`config.mk`:
```
export PLATFORM = sky130hd
export DESIGN_NAME = mmit_top
export DESIGN_NICKNAME = d
export VERILOG_FILES = /design/src/rtl/mmit_top.v
export VERILOG_INCLUDE_DIRS = /design/src /design/src/rtl
export SDC_FILE = /design/constraint.sdc
export NUM_CORES = 1
export LEC_CHECK = 0
export ABC_AREA = 1
export BUFFER_PORTS_ARGS = -buffer_cell sky130_fd_sc_hd__buf_2
export CORE_MARGIN = 2
export CORE_UTILIZATION = 45
export CTS_CLUSTER_SIZE = 14
export DETAILED_ROUTE_END_ITERATION = 12
export RECOVER_POWER = 25
export SKIP_LAST_GASP = 1
export SLEW_MARGIN = 20
export SYNTH_ARGS = -nofsm -noshare
export SYNTH_HDL_FRONTEND = slang
export SYNTH_SLANG_ARGS = --single-unit
```
`constraint.sdc`:
```
create_clock -name clk_i -period 2.6 [get_ports clk_i]
set_input_delay 0.52 -clock clk_i [delete_from_list [all_inputs] [get_ports clk_i]]
set_output_delay 0.52 -clock clk_i [all_outputs]
set_load 0.01 [all_outputs]
```
`src/rtl/mmit_regs.vh`:
```
`ifndef MMIT_REGS_VH
`define MMIT_REGS_VH

// =====================================================================
// register byte offsets
`define MMIT_CTRL_OFS 8'h00
`define MMIT_RELOAD_OFS 8'h04
`define MMIT_LOAD_OFS 8'h08
`define MMIT_GREG_OFS 8'h0c
`define MMIT_COUNT_OFS 8'h10
`define MMIT_STATUS_OFS 8'h14
`define MMIT_PRESC_OFS 8'h18
`define MMIT_PORT_OFS 8'h1c

// =====================================================================
// control fields
`define MMIT_CTRL_RUN 0
`define MMIT_CTRL_MODE_LSB 1
`define MMIT_CTRL_MODE_MSB 3
`define MMIT_CTRL_OMODE_LSB 4
`define MMIT_CTRL_OMODE_MSB 5
`define MMIT_CTRL_PULSE_EN 6

// =====================================================================
// count modes
`define MMIT_MODE_DOWN 3'h0
`define MMIT_MODE_INTERVAL 3'h1
`define MMIT_MODE_AUTOLOAD 3'h2
`define MMIT_MODE_ZEROSTART 3'h3
`define MMIT_MODE_FREE 3'h4
`define MMIT_MODE_PERIODIC 3'h5

// =====================================================================
// compare output modes
`define MMIT_OMODE_HOLD 2'h0
`define MMIT_OMODE_LOW 2'h1
`define MMIT_OMODE_HIGH 2'h2
`define MMIT_OMODE_TOGGLE 2'h3

// =====================================================================
// status bits
`define MMIT_ST_UNDERFLOW 0
`define MMIT_ST_OVERFLOW 1
`define MMIT_ST_MATCH 2

// =====================================================================
// reset values and limits
`define MMIT_CTRL_RST 7'h00
`define MMIT_RELOAD_RST 16'hffff
`define MMIT_LOAD_RST 8'h00
`define MMIT_GREG_RST 16'hffff
`define MMIT_PRESC_RST 16'h0000
`define MMIT_MAX8 8'hff
`define MMIT_MAX16 16'hffff
`define MMIT_LAST_FREE_CHAN 4
`endif

```
`src/rtl/mmit_top.v`:
```
`include "mmit_regs.vh"

module mmit_top
#(
  parameter CHANNEL = 0
)
(
  // clock and reset
  input wire clk_i,
  input wire resetn_i,
  // apb slave
  input wire psel_i,
  input wire penable_i,
  input wire pwrite_i,
  input wire [7:0] paddr_i,
  input wire [31:0] pwdata_i,
  output reg [31:0] prdata_o,
  output reg pready_o,
  output reg pslverr_o,
  // timer events
  output reg underflow_o,
  output reg overflow_o,
  output reg match_o,
  // pins
  output reg compare_output_pin_o,
  output reg timer_pulse_pin_o
);

  // =====================================================================
  // state
  reg [6:0] ctrl;
  reg [15:0] reload;
  reg [7:0] load;
  reg [15:0] greg;
  reg [15:0] presc;
  reg port_data;
  reg [15:0] count;
  reg [15:0] pcnt;
  reg [2:0] status;
  reg pulse_lvl;

  wire run;
  wire [2:0] mode_raw;
  wire [2:0] mode;
  wire [1:0] omode;
  wire pulse_en;
  wire tick;
  wire acc;
  wire wr;
  wire rd_cap;
  wire [2:0] next_mode;

  assign run = ctrl[`MMIT_CTRL_RUN];
  assign mode_raw = ctrl[`MMIT_CTRL_MODE_MSB:`MMIT_CTRL_MODE_LSB];
  // free running limited to low channels
  assign mode = (mode_raw == `MMIT_MODE_FREE &&
                 CHANNEL > `MMIT_LAST_FREE_CHAN) ?
                `MMIT_MODE_PERIODIC : mode_raw;
  assign omode = ctrl[`MMIT_CTRL_OMODE_MSB:`MMIT_CTRL_OMODE_LSB];
  assign pulse_en = ctrl[`MMIT_CTRL_PULSE_EN];
  assign next_mode = pwdata_i[`MMIT_CTRL_MODE_MSB:`MMIT_CTRL_MODE_LSB];

  // =====================================================================
  // apb handshake
  assign acc = psel_i & penable_i;
  assign wr = acc & pready_o & pwrite_i;
  assign rd_cap = acc & ~pready_o;

  reg mapped;
  always @*
  begin
    case (paddr_i)
      `MMIT_CTRL_OFS,
      `MMIT_RELOAD_OFS,
      `MMIT_LOAD_OFS,
      `MMIT_GREG_OFS,
      `MMIT_COUNT_OFS,
      `MMIT_STATUS_OFS,
      `MMIT_PRESC_OFS,
      `MMIT_PORT_OFS: mapped = 1'b1;
      default: mapped = 1'b0;
    endcase
  end

  reg [31:0] rdata;
  always @*
  begin
    case (paddr_i)
      `MMIT_CTRL_OFS: rdata = {25'h0, ctrl};
      `MMIT_RELOAD_OFS: rdata = {16'h0000, reload};
      `MMIT_LOAD_OFS: rdata = {24'h000000, load};
      `MMIT_GREG_OFS: rdata = {16'h0000, greg};
      `MMIT_COUNT_OFS: rdata = {16'h0000, count};
      `MMIT_STATUS_OFS: rdata = {29'h0, status};
      `MMIT_PRESC_OFS: rdata = {16'h0000, presc};
      `MMIT_PORT_OFS: rdata = {31'h0, port_data};
      default: rdata = 32'h00000000;
    endcase
  end

  // one wait state, read data captured before ready
  always @(posedge clk_i or negedge resetn_i)
  begin
    if (!resetn_i)
    begin
      pready_o <= 1'b0;
      pslverr_o <= 1'b0;
      prdata_o <= 32'h00000000;
    end
    else
    begin
      pready_o <= rd_cap;
      if (rd_cap)
      begin
        pslverr_o <= ~mapped;
        prdata_o <= pwrite_i ? 32'h00000000 : rdata;
      end
      else
      begin
        pslverr_o <= 1'b0;
      end
    end
  end

  // =====================================================================
  // prescaler, count source tick
  // tick only while running
  assign tick = run && (pcnt == presc);

  always @(posedge clk_i or negedge resetn_i)
  begin
    if (!resetn_i)
    begin
      pcnt <= 16'h0000;
    end
    else if (!run || tick)
    begin
      pcnt <= 16'h0000;
    end
    else
    begin
      pcnt <= pcnt + 16'h0001;
    end
  end

  // =====================================================================
  // counter events
  reg ev_unf;
  reg ev_ovf;
  reg ev_match;
  reg [15:0] next_count;

  always @*
  begin
    ev_unf = 1'b0;
    ev_ovf = 1'b0;
    ev_match = 1'b0;
    next_count = count;
    if (tick)
    begin
      case (mode)
        `MMIT_MODE_DOWN:
        begin
          if (count == 16'h0000)
          begin
            ev_unf = 1'b1;
            next_count = reload;
          end
          else
          begin
            next_count = count - 16'h0001;
          end
        end
        `MMIT_MODE_INTERVAL:
        begin
          if (count[7:0] == `MMIT_MAX8)
          begin
            ev_ovf = 1'b1;
            next_count = 16'h0000;
          end
          else
          begin
            next_count = {8'h00, count[7:0] + 8'h01};
          end
        end
        `MMIT_MODE_AUTOLOAD:
        begin
          if (count[7:0] == `MMIT_MAX8)
          begin
            ev_ovf = 1'b1;
            next_count = {8'h00, load};
          end
          else
          begin
            next_count = {8'h00, count[7:0] + 8'h01};
          end
        end
        `MMIT_MODE_ZEROSTART,
        `MMIT_MODE_FREE:
        begin
          ev_ovf = (count == `MMIT_MAX16);
          next_count = count + 16'h0001;
        end
        `MMIT_MODE_PERIODIC:
        begin
          if (count == greg)
          begin
            ev_match = 1'b1;
            next_count = 16'h0000;
          end
          else
          begin
            next_count = count + 16'h0001;
          end
        end
        default:
        begin
          next_count = count;
        end
      endcase
    end
  end

  // =====================================================================
  // registers and counter
  always @(posedge clk_i or negedge resetn_i)
  begin
    if (!resetn_i)
    begin
      ctrl <= `MMIT_CTRL_RST;
      reload <= `MMIT_RELOAD_RST;
      load <= `MMIT_LOAD_RST;
      greg <= `MMIT_GREG_RST;
      presc <= `MMIT_PRESC_RST;
      port_data <= 1'b0;
      count <= 16'h0000;
    end
    else
    begin
      count <= next_count;
      if (wr)
      begin
        case (paddr_i)
          `MMIT_CTRL_OFS:
          begin
            ctrl <= pwdata_i[6:0];
            if (next_mode != mode_raw)
            begin
              case (next_mode)
                `MMIT_MODE_DOWN: count <= reload;
                `MMIT_MODE_AUTOLOAD: count <= {8'h00, load};
                default: count <= 16'h0000;
              endcase
            end
          end
          `MMIT_RELOAD_OFS: reload <= pwdata_i[15:0];
          `MMIT_LOAD_OFS: load <= pwdata_i[7:0];
          `MMIT_GREG_OFS: greg <= pwdata_i[15:0];
          `MMIT_COUNT_OFS: count <= pwdata_i[15:0];
          `MMIT_PRESC_OFS: presc <= pwdata_i[15:0];
          `MMIT_PORT_OFS: port_data <= pwdata_i[0];
          default: count <= next_count;
        endcase
      end
    end
  end

  // =====================================================================
  // sticky status, set wins over clear
  wire [2:0] set_bits;
  wire [2:0] clr_bits;
  assign set_bits = {ev_match, ev_ovf, ev_unf};
  assign clr_bits = (wr && paddr_i == `MMIT_STATUS_OFS) ?
                    pwdata_i[2:0] : 3'h0;

  always @(posedge clk_i or negedge resetn_i)
  begin
    if (!resetn_i)
    begin
      status <= 3'h0;
      underflow_o <= 1'b0;
      overflow_o <= 1'b0;
      match_o <= 1'b0;
    end
    else
    begin
      status <= (status & ~clr_bits) | set_bits;
      underflow_o <= ev_unf;
      overflow_o <= ev_ovf;
      match_o <= ev_match;
    end
  end

  // =====================================================================
  // compare output pin
  wire omode_wr;
  assign omode_wr = wr && (paddr_i == `MMIT_CTRL_OFS) &&
    (pwdata_i[`MMIT_CTRL_OMODE_MSB:`MMIT_CTRL_OMODE_LSB] != omode);

  always @(posedge clk_i or negedge resetn_i)
  begin
    if (!resetn_i)
    begin
      compare_output_pin_o <= 1'b0;
    end
    else if (omode_wr &&
             pwdata_i[`MMIT_CTRL_OMODE_MSB:`MMIT_CTRL_OMODE_LSB] !=
             `MMIT_OMODE_HOLD)
    begin
      compare_output_pin_o <= 1'b0;
    end
    else if (ev_match)
    begin
      case (omode)
        `MMIT_OMODE_HOLD: compare_output_pin_o <= compare_output_pin_o;
        `MMIT_OMODE_LOW: compare_output_pin_o <= 1'b0;
        `MMIT_OMODE_HIGH: compare_output_pin_o <= 1'b1;
        `MMIT_OMODE_TOGGLE: compare_output_pin_o <= ~compare_output_pin_o;
        default: compare_output_pin_o <= compare_output_pin_o;
      endcase
    end
  end

  // =====================================================================
  // pulse pin
  always @(posedge clk_i or negedge resetn_i)
  begin
    if (!resetn_i)
    begin
      pulse_lvl <= 1'b0;
      timer_pulse_pin_o <= 1'b0;
    end
    else
    begin
      if (ev_unf | ev_ovf)
      begin
        pulse_lvl <= ~pulse_lvl;
      end
      timer_pulse_pin_o <= pulse_en ? pulse_lvl : port_data;
    end
  end

endmodule

```
Word-level counts from Yosys, hierarchy flattened
Memories as Yosys holds them, arrays and structs flattened.
Cells that the tools add are included.
{"block": "word_totals", "elab_cells": 111, "regBits": 139, "output_inout_bits": 39, "in_bits": 45, "romBits": 32, "mem_count": 1}
{"name": "(name not given)", "words": 32, "word_bits": 1, "read_ports": 1, "rd_ports_with_merged_regs": 0, "wr": 0, "line": "mmit_top.v:72", "source": "case (paddr_i)"}
{"block": "op_classes", "add_sub_neg": 4, "mux": 29, "n_eq_ne": 23, "bitwise_logic": 12, "n_reduce_logical": 24}
{"operator": "$pmux W16 S8", "count": 1}
{"operator": "$mux W16", "count": 6}
{"operator": "$pmux W16 S5", "count": 1}
{"operator": "$pmux W16 S2", "count": 2}
{"operator": "$add A16 B1 Y16 const B", "count": 2}
{"operator": "$eq A16 B16 Y1", "count": 2}
{"operator": "$eq A8 B5 Y1 const B", "count": 4}
{"operator": "$mux W32", "count": 1}
{"operator": "$eq A16 B16 Y1 const B", "count": 1}
{"operator": "$eq A8 B4 Y1 const B", "count": 2}
{"operator": "$logic_not A16 Y1", "count": 1}
{"operator": "$mux W8", "count": 2}
{"operator": "$sub A16 B1 Y16 const B", "count": 1}
{"operator": "$reduce_and A2 Y1", "count": 7}
{"operator": "$mux W1", "count": 13}
{"operator": "$eq A3 B2 Y1 const B", "count": 3}
{"operator": "$logic_not A3 Y1", "count": 3}
{"operator": "$add A8 B1 Y8 const B", "count": 1}
{"operator": "$eq A8 B3 Y1 const B", "count": 1}
{"operator": "$eq A8 B8 Y1 const B", "count": 1}
{"operator": "$logic_not A8 Y1", "count": 1}
{"operator": "$eq A3 B3 Y1 const B", "count": 2}
{"operator": "$logic_and A1 B1 Y1", "count": 5}
{"operator": "$and A1 B1 Y1", "count": 4}
{"operator": "other kinds (19)", "count": 25}

Longest topological paths before layout
Gate-level depths: netlist (run 1).
{"block": "depth", "word_depth": 8, "mapped_depth": 19, "mapped_depth_nobuf": 19}

Worst setup path after synthesis (run 1)
No wires, ideal clock.
{"block": "synth_timing", "path_type": "input to register", "start": "input paddr_i[1]", "end": "register compare_output_pin_o", "t_arrival_ns": 1.804, "required_time_ns": 2.481, "setup_slack_ns": 0.677, "setup_time_ns": 0.119, "n_path_buf": 1, "stages": 10, "path_cell_list": "or2_1 > nor3_2 > nand3_2 > nor2_1 > buf_2 > nand2_1 > nand2_1 > o41ai_1 > o21ai_1 > nor2_1"}
{"block": "synth_between", "elab_chain_len": 6, "word_cells_on_any_way": 8, "classes_between": "1 x eq/ne; 1 x mux; 6 x reduce/logical"}
{"element": "start: declaration", "line": "mmit_top.v:15", "source": "input wire [7:0] paddr_i,"}
{"element": "$logic_not A8 Y1 *"}
{"element": "$logic_and A1 B1 Y1 * (2 in a row)", "line": "mmit_top.v:297", "source": "assign omode_wr = wr && (paddr_i == `MMIT_CTRL_OFS) &&"}
{"element": "$logic_and A1 B1 Y1 (no source line) *"}
{"element": "$ne A2 B2 Y1 (no source line) / $reduce_bool A2 Y1 (equally long branches)"}
{"element": "$reduce_and A2 Y1 (no source line)"}
{"element": "end signal: assignment", "line": "mmit_top.v:315", "source": "`MMIT_OMODE_HOLD: compare_output_pin_o <= compare_output_pin_o;"}
{"element": "end signal: assignment", "line": "mmit_top.v:318", "source": "`MMIT_OMODE_TOGGLE: compare_output_pin_o <= ~compare_output_pin_o;"}
{"element": "end signal: assignment", "line": "mmit_top.v:319", "source": "default: compare_output_pin_o <= compare_output_pin_o;"}
{"element": "end: declaration", "line": "mmit_top.v:25", "source": "output reg compare_output_pin_o,"}
Mark *: on every way between the ends. The rest lies on a longest branch, timed or not.
A chain may end at the register's enable or synchronous reset.

Worst setup path in the final report (run 1)
{"block": "layout_timing", "start": "register count[0]", "end": "register count[10]"}
{"block": "layout_between", "elab_chain_len": 7, "word_cells_on_any_way": 11, "classes_between": "2 x add/sub; 1 x eq/ne; 7 x mux; 1 x reduce/logical"}
{"element": "start: declaration", "line": "mmit_top.v:37", "source": "reg [15:0] count;"}
{"element": "start signal: assignment", "line": "mmit_top.v:240", "source": "count <= next_count;"}
{"element": "start signal: assignment", "line": "mmit_top.v:250", "source": "`MMIT_MODE_DOWN: count <= reload;"}
{"element": "start signal: assignment", "line": "mmit_top.v:251", "source": "`MMIT_MODE_AUTOLOAD: count <= {8'h00, load};"}
{"element": "$add A16 B1 Y16 (tied with other cells)", "line": "mmit_top.v:202, mmit_top.v:213"}
{"element": "$mux W16 (on tied branches)", "line": "mmit_top.v:206, mmit_top.v:164"}
{"element": "$pmux W16 S5 *", "line": "mmit_top.v:161", "source": "case (mode)"}
{"element": "$mux W16 *", "line": "mmit_top.v:159", "source": "if (tick)"}
{"element": "$mux W16", "line": "mmit_top.v:247", "source": "if (next_mode != mode_raw)"}
{"element": "$pmux W16 S2", "line": "mmit_top.v:243", "source": "case (paddr_i)"}
{"element": "$mux W16 *", "line": "mmit_top.v:241", "source": "if (wr)"}
Marks and branches as above.

==> impl_results.md, run 1 <==
* Max-Cap Viols at 0
* Die width at ~140 µm
* Reg area at 3120 µm²
* Core area at between 15000 and 20000 µm²
* Non-Filler Instances at roughly 1500
* Worst R2R Setup Slack at roughly 0.23 ns
* Die height at approximately 140 µm
* Largest net degree at the start of global routing at between 50 and 60
* Synth cell count leaders: 428 x nand2_1, 112 x inv_1, 104 x o21ai_0
* DR pass1 iterations at 5
* Post-synth ARST share at 100%
* Via Count at 8214
* Setup Buffers After CTS at 0
* Vias per cell at around 5.4
* Max frequency at approximately 0.42 GHz
* Endpoints failing setup at 0
* Gpl congestion at roughly 0.95
* Dominant synthesized flop cell: dfrtp_1
* CTS tree: built
* Power Total at 4.95 mW
* Die ar. at ~19000 µm²
* Worst Path Max Fanout at 8
* Max Slew Vio Count at 0
* Power per standard cell area at approximately 520 nW/µm²
* Clk slew on worst S/H paths at roughly 0.070 ns
* Post-synth top area share at between 20% and 30%
* Synthesis Warnings at 0
* Hold Fails Final Rpt at 0
* CP required at between 2 and 3 ns
* Cell Area, Synth at ~8200 µm²
* Clock skew at approximately 0.013 ns
* P&R area growth vs syn at 15.4%
* Post-Route WL at approximately 27000 µm
* Flops & latches, synth at 123
* Cell taking the most area after synthesis: dfrtp_1
* Fillers at around 1900
* Worst Tran Pin Value at between 1 and 1.5 ns
* DRC Markers at 0
* Vias in the first global route at ~7500
* Leak pwr at approximately 4.7 nW
* ANT cells at 0
* Post-CTS resize count at 0
* Worst r2r src: count[0]
* Standard-cell rows at a little under 50
* Boundary Pins at 84
* CTS root buf: clkbuf_16
* Worst Setup Start Kind: register
* DR iter-0 viols at approximately 740
* Sequential-to-total area share from yosys stat at 38.0%
* R2R depth at 16
* DPL Wire Length at between 20000 and 25000 µm
* Hold buffer count at CTS at 0
* # clock sinks at ~120
* Global route overflow at 0
* GRT Total Usage at approximately 28%
* Clock Latency Late Sink at 0.43 ns
* Data arrival, critical path at 2.69 ns
* Critical path class: register to register
* Top-count cell post-synth: nand2_1
* Area taken by multi-input logic gates at 4350 µm²
* TNS Setup at 0 ns
* VDD IR max at 0.000436 V
* Syn avg cell area at 6.79 µm²
* EDFF count, synth at 0
* PortBufs at 51
* Worst min-delay path class: input pin to asynchronous set/reset pin
* Final period utilization at approximately nine tenths
* Synth top area cells: dfrtp_1 28%, nand2_1 20%, dfstp_2 10%
* Cts bufs inserted at 17
* Syn Inst Count at ~1200
* Netlist cell types at 48
* Share of layout cells above drive strength 1 at ~17%
* Wire per inst at 17.6 µm
* Initial antenna violation count at 0
* Final antenna-violating net count at 0
* Global-route wire length before repair at roughly 42000 µm
* Bufs on Longest Clock Path at 2
* Slew HR at between 10 and 15%
* Tmin final at between 2 and 2.5 ns
* Worst r2r dst: count[10]
* CTS HTree Levels at 4
* Starting Density at a little under half
* Status: finished, final reports clean
* Crit end category: register
* Placed insts at 1491
* RSZ-0062 raised after global routing: no
* Nets at 1330
## cell families after synthesis
group / share of synthesized area [%]
muxes: 0.137
buffers and inverters: 9.81
AOI/OAI and AO/OA: 14.0
xor gates and xnor gates: 2.77
adders and majority gates: 0.609
and+or+nand+nor: 34.7
DFF: 38.0
other: 0.0457
## stage by stage
step	instance area, µm²	hold slack, ns	util (%)	setup slack [ns]
4_1_cts	9510	0.156	52.9	0.295
3_5_place_dp	8840	0.456	49.2	0.259
6_report	9480	0.364	52.8	0.225
3_3_place_gp	8840	0.456	49.2	0.277
2_1_floorplan	8270	0.224	-	0.677
5_1_grt	9480	0.403	52.8	0.0866
## layout make-up
cell class | count | area share, %
clock buffers | 18 | 4.53
repair buffers | 92 | 5.89
multi-input cells | 915 | 45.9
clock inverters | 14 | 2.55
inverters | 132 | 5.23
flip-flops and latches | 123 | 32.9
well taps | 229 | 3.02
## critical path, cell delays in order (launching register included)
cell	delay (ns)
dfrtp_1	0.46
clkinv_1	0.09
buf_4	0.18
ha_1	0.29
nand2_2	0.13
nor2_4	0.20
nand2_1	0.12
o21ai_0	0.23
a21oi_2	0.08
nor2_1	0.10
nand2_1	0.07
nand2_1	0.06
nand2_1	0.05
nand2_1	0.06
nand2_1	0.04
nand2_1	0.05
nand2_1	0.04
## how the worst max path moves through the flow
stage / from / end / slack [ns]
4_1_cts: count[0] / count[10] / 0.29
5_1_grt: count[1] / count[3] / 0.09
6_report: count[0] / count[10] / 0.23
2_1_floorplan: paddr_i[1] / compare_output_pin_o / 0.68
3_5_place_dp: paddr_i[1] / reload[0] / 0.26
3_3_place_gp: paddr_i[1] / reload[0] / 0.28
## cells in the final DEF, fill, tap and decap left out, types with 2 or more instances in the layout
cell	n
o31ai_1	3
nor2_4	7
ha_1	4
o22ai_1	22
o21ai_0	104
o21ai_1	27
inv_6	2
a21oi_1	35
a31oi_1	2
and3_1	2
xnor2_1	4
nor3_2	6
a221oi_1	8
clkbuf_16	17
nand2_2	8
xor2_1	22
inv_2	17
conb_1	16
clkinv_4	3
clkinv_2	2
o221ai_1	2
bufinv_16	6
buf_2	50
nor3_1	19
inv_1	112
nor3b_1	2
clkbuf_2	3
nand3_2	2
nor4_1	2
nand4_1	8
nand2_1	428
nor2_2	11
nand2_4	5
dfstp_2	32
nand3_1	62
nor2_1	91
buf_4	39
dfrtp_1	91
clkinv_1	3
## metal layers
metal  vias to the layer above  track usage, %  share of wire (%)
met5                         -               0                  0
met4                         0            11.5                3.1
met3                        57            4.28                4.5
met2                       288            45.6                 48
met1                      3868            37.5                 45
li1                       4001               -                  -
## flip-flops by register name, summed over array words and instances (netlist names), 3 cells and up
register,count
prdata_o,16
count,16
reload,16
load,8
status,3
greg,16
pcnt,16
presc,16
ctrl,7
## where the power goes
part	internal (mW)	total, mW	leakage [nW]	switching [mW]
Combinational	0.0639	0.262	2.85	0.198
Sequential	1.93	1.93	1.56	0.00764
Clock	1.80	2.75	0.325	0.946
Total	3.79	4.95	4.73	1.15
Power figures use the tool's default switching activity.
==> run 2, diff against run 1 <==
- CORE_UTILIZATION: 45 -> 25
==> impl_results.md, run 2 (same netlist as run 1, synthesis figures left out) <==
* Status: finished, final reports clean (unchanged)
* Vias in the first global route at 7802 (was 7547)
* Most frequent cells in the layout: 428 x nand2_1, 112 x inv_1, 104 x o21ai_0, 91 x nor2_1, 91 x dfrtp_1 (unchanged)
* DR iter-0 viols at 815 (was 737)
* Hold Fails Final Rpt at 0 (unchanged)
* Max frequency at 0.424 GHz (was 0.421 GHz)
* Vias per cell at 4.76 (was 5.39)
* Gpl congestion at 0.885 (was 0.953)
* PortBufs at 51 (unchanged)
* VDD IR max at 0.000412 V (was 0.000436 V)
* Power Total at 4.62 mW (was 4.95 mW)
* Final Cell Area at 9710 µm² (was 9480 µm²)
* Setup Buffers After CTS at 0 (unchanged)
* Placed insts at 1707 (was 1491)
* Worst Tran Pin Value at 1.33 ns (was 1.29 ns)
* Global-route wire length before repair at 44100 µm (was 41900 µm)
* Starting Density at 25.3% (was 45.7%)
* Slew HR at 11.4% (was 14.1%)
* Most common cell after layout, fill and taps aside: nand2_1 (unchanged)
* CTS root buf: clkbuf_16 (unchanged)
* Bufs on Longest Clock Path at 2 (unchanged)
* Max Slew Vio Count at 0 (unchanged)
* DR pass1 iterations at 6 (was 5)
* Worst Path Max Fanout at 6 (was 8)
* ANT cells at 0 (unchanged)
* Worst min-delay path class: input pin to asynchronous set/reset pin (unchanged)
* Largest net degree at the start of global routing at 40 (was 51)
* Boundary Pins at 84 (unchanged)
* Final antenna-violating net count at 0 (unchanged)
* GRT Total Usage at 17.0% (was 28.0%)
* Hold WS at 0.291 ns (was 0.364 ns)
* Global route overflow at 0 (unchanged)
* CP required at 2.95 ns (was 2.92 ns)
* # clock sinks at 123 (unchanged)
* Critical path class: register to register (unchanged)
* Crit end category: register (unchanged)
* DPL Wire Length at 21300 µm (was 20100 µm)
* Die width at 185 µm (was 139 µm)
* Post-Place Cell Area at 9150 µm² (was 8840 µm²)
* Standard-cell rows at 66 (was 49)
* Non-Filler Instances at 1739 (was 1523)
* Hold buffer count at CTS at 0 (unchanged)
* Share of layout cells above drive strength 1 at 17.0% (was 16.8%)
* Nets at 1333 (was 1330)
* Wire per inst at 16.4 µm (was 17.6 µm)
* RSZ-0062 raised after global routing: no (unchanged)
* Data arrival, critical path at 2.71 ns (was 2.69 ns)
* P&R area growth vs syn at 18.2% (was 15.4%)
* Core area at 32500 µm² (was 18000 µm²)
* TNS Setup at 0 ns (unchanged)
* Worst Setup Start Kind: register (unchanged)
* Max-Cap Viols at 0 (unchanged)
* Endpoints failing setup at 0 (unchanged)
* Power per standard cell area at 476 nW/µm² (was 522 nW/µm²)
* CTS tree: built (unchanged)
* Leak pwr at 4.70 nW (was 4.73 nW)
* Die height at 185 µm (was 139 µm)
* CTS HTree Levels at 4 (unchanged)
* Fillers at 3595 (was 1869)
* Die ar. at 34300 µm² (was 19300 µm²)
* Final period utilization at 90.7% (was 91.3%)
* Tmin final at 2.36 ns (was 2.37 ns)
* Clock skew at 0.00639 ns (was 0.0130 ns)
* Post-Route WL at 28500 µm (was 26800 µm)
* Post-CTS resize count at 0 (unchanged)
* Clk slew on worst S/H paths at 0.06 ns (was 0.07 ns)
* Via Count at 8284 (was 8214)
* Clock Latency Late Sink at 0.43 ns (about the same)
* Initial antenna violation count at 0 (unchanged)
* Cts bufs inserted at 17 (unchanged)
* DRC Markers at 0 (unchanged)
run 2: final timing paths:
kind	startpoint	endpoint	slack [ns]	depth (start not counted)
max	count[3]	pulse_lvl	0.24	12
min	resetn_i	match_o	0.29	1
max reg2reg	count[3]	pulse_lvl	0.24	12
min reg2reg	pulse_lvl	pulse_lvl	0.47	1
max in group asynchronous	resetn_i	presc[5]	0.50	2
min in group clk_i	pwdata_i[13]	reload[13]	0.39	3
run 2: final cells by class:
| class | count | area (µm²) | area share (%) |
|---|---|---|---|
| Tap cell | 442 | 553 | 5.70 |
| Multi-Input combinational cell | 915 | 4350 | 44.8 |
| Clock inverter | 13 | 144 | 1.48 |
| Clock buffer | 19 | 443 | 4.56 |
| Timing Repair Buffer | 95 | 604 | 6.23 |
| Sequential cell | 123 | 3120 | 32.1 |
| Inverter | 132 | 495 | 5.11 |
run 2: routing by layer:
metal	vias to the layer above	global-route usage, %	part of all wire [%]
met5	-	0	0
met4	0	5.62	2.5
met3	52	2.79	7.0
met2	318	27.3	46
met1	3904	23.3	45
li1	4010	-	-
run 2: worst max-delay path, stage by stage (launching register included):
cell	delay [ns]
dfrtp_1	0.58
nand2_1	0.18
nor2_2	0.14
nand2_2	0.09
inv_2	0.09
nand2_4	0.07
nor2_4	0.09
nand2_1	0.07
nor3_1	0.30
o21ai_0	0.23
buf_4	0.20
nand2_1	0.07
xor2_1	0.15
run 2: report_power, final:
part / internal (mW) / switching, mW / leakage (nW)
registers: 1.93 / 0.00755 / 1.56
clock network: 1.44 / 0.980 / 0.276
logic: 0.0652 / 0.203 / 2.87
run 2: stage by stage:
stage / util [%] / worst slack [ns]
6_report: 29.9 / 0.242
5_1_grt: 29.9 / 0.0450
4_1_cts: 30.0 / 0.279
3_5_place_dp: 28.2 / 0.135
3_3_place_gp: 28.2 / 0.182
2_1_floorplan: - / 0.677
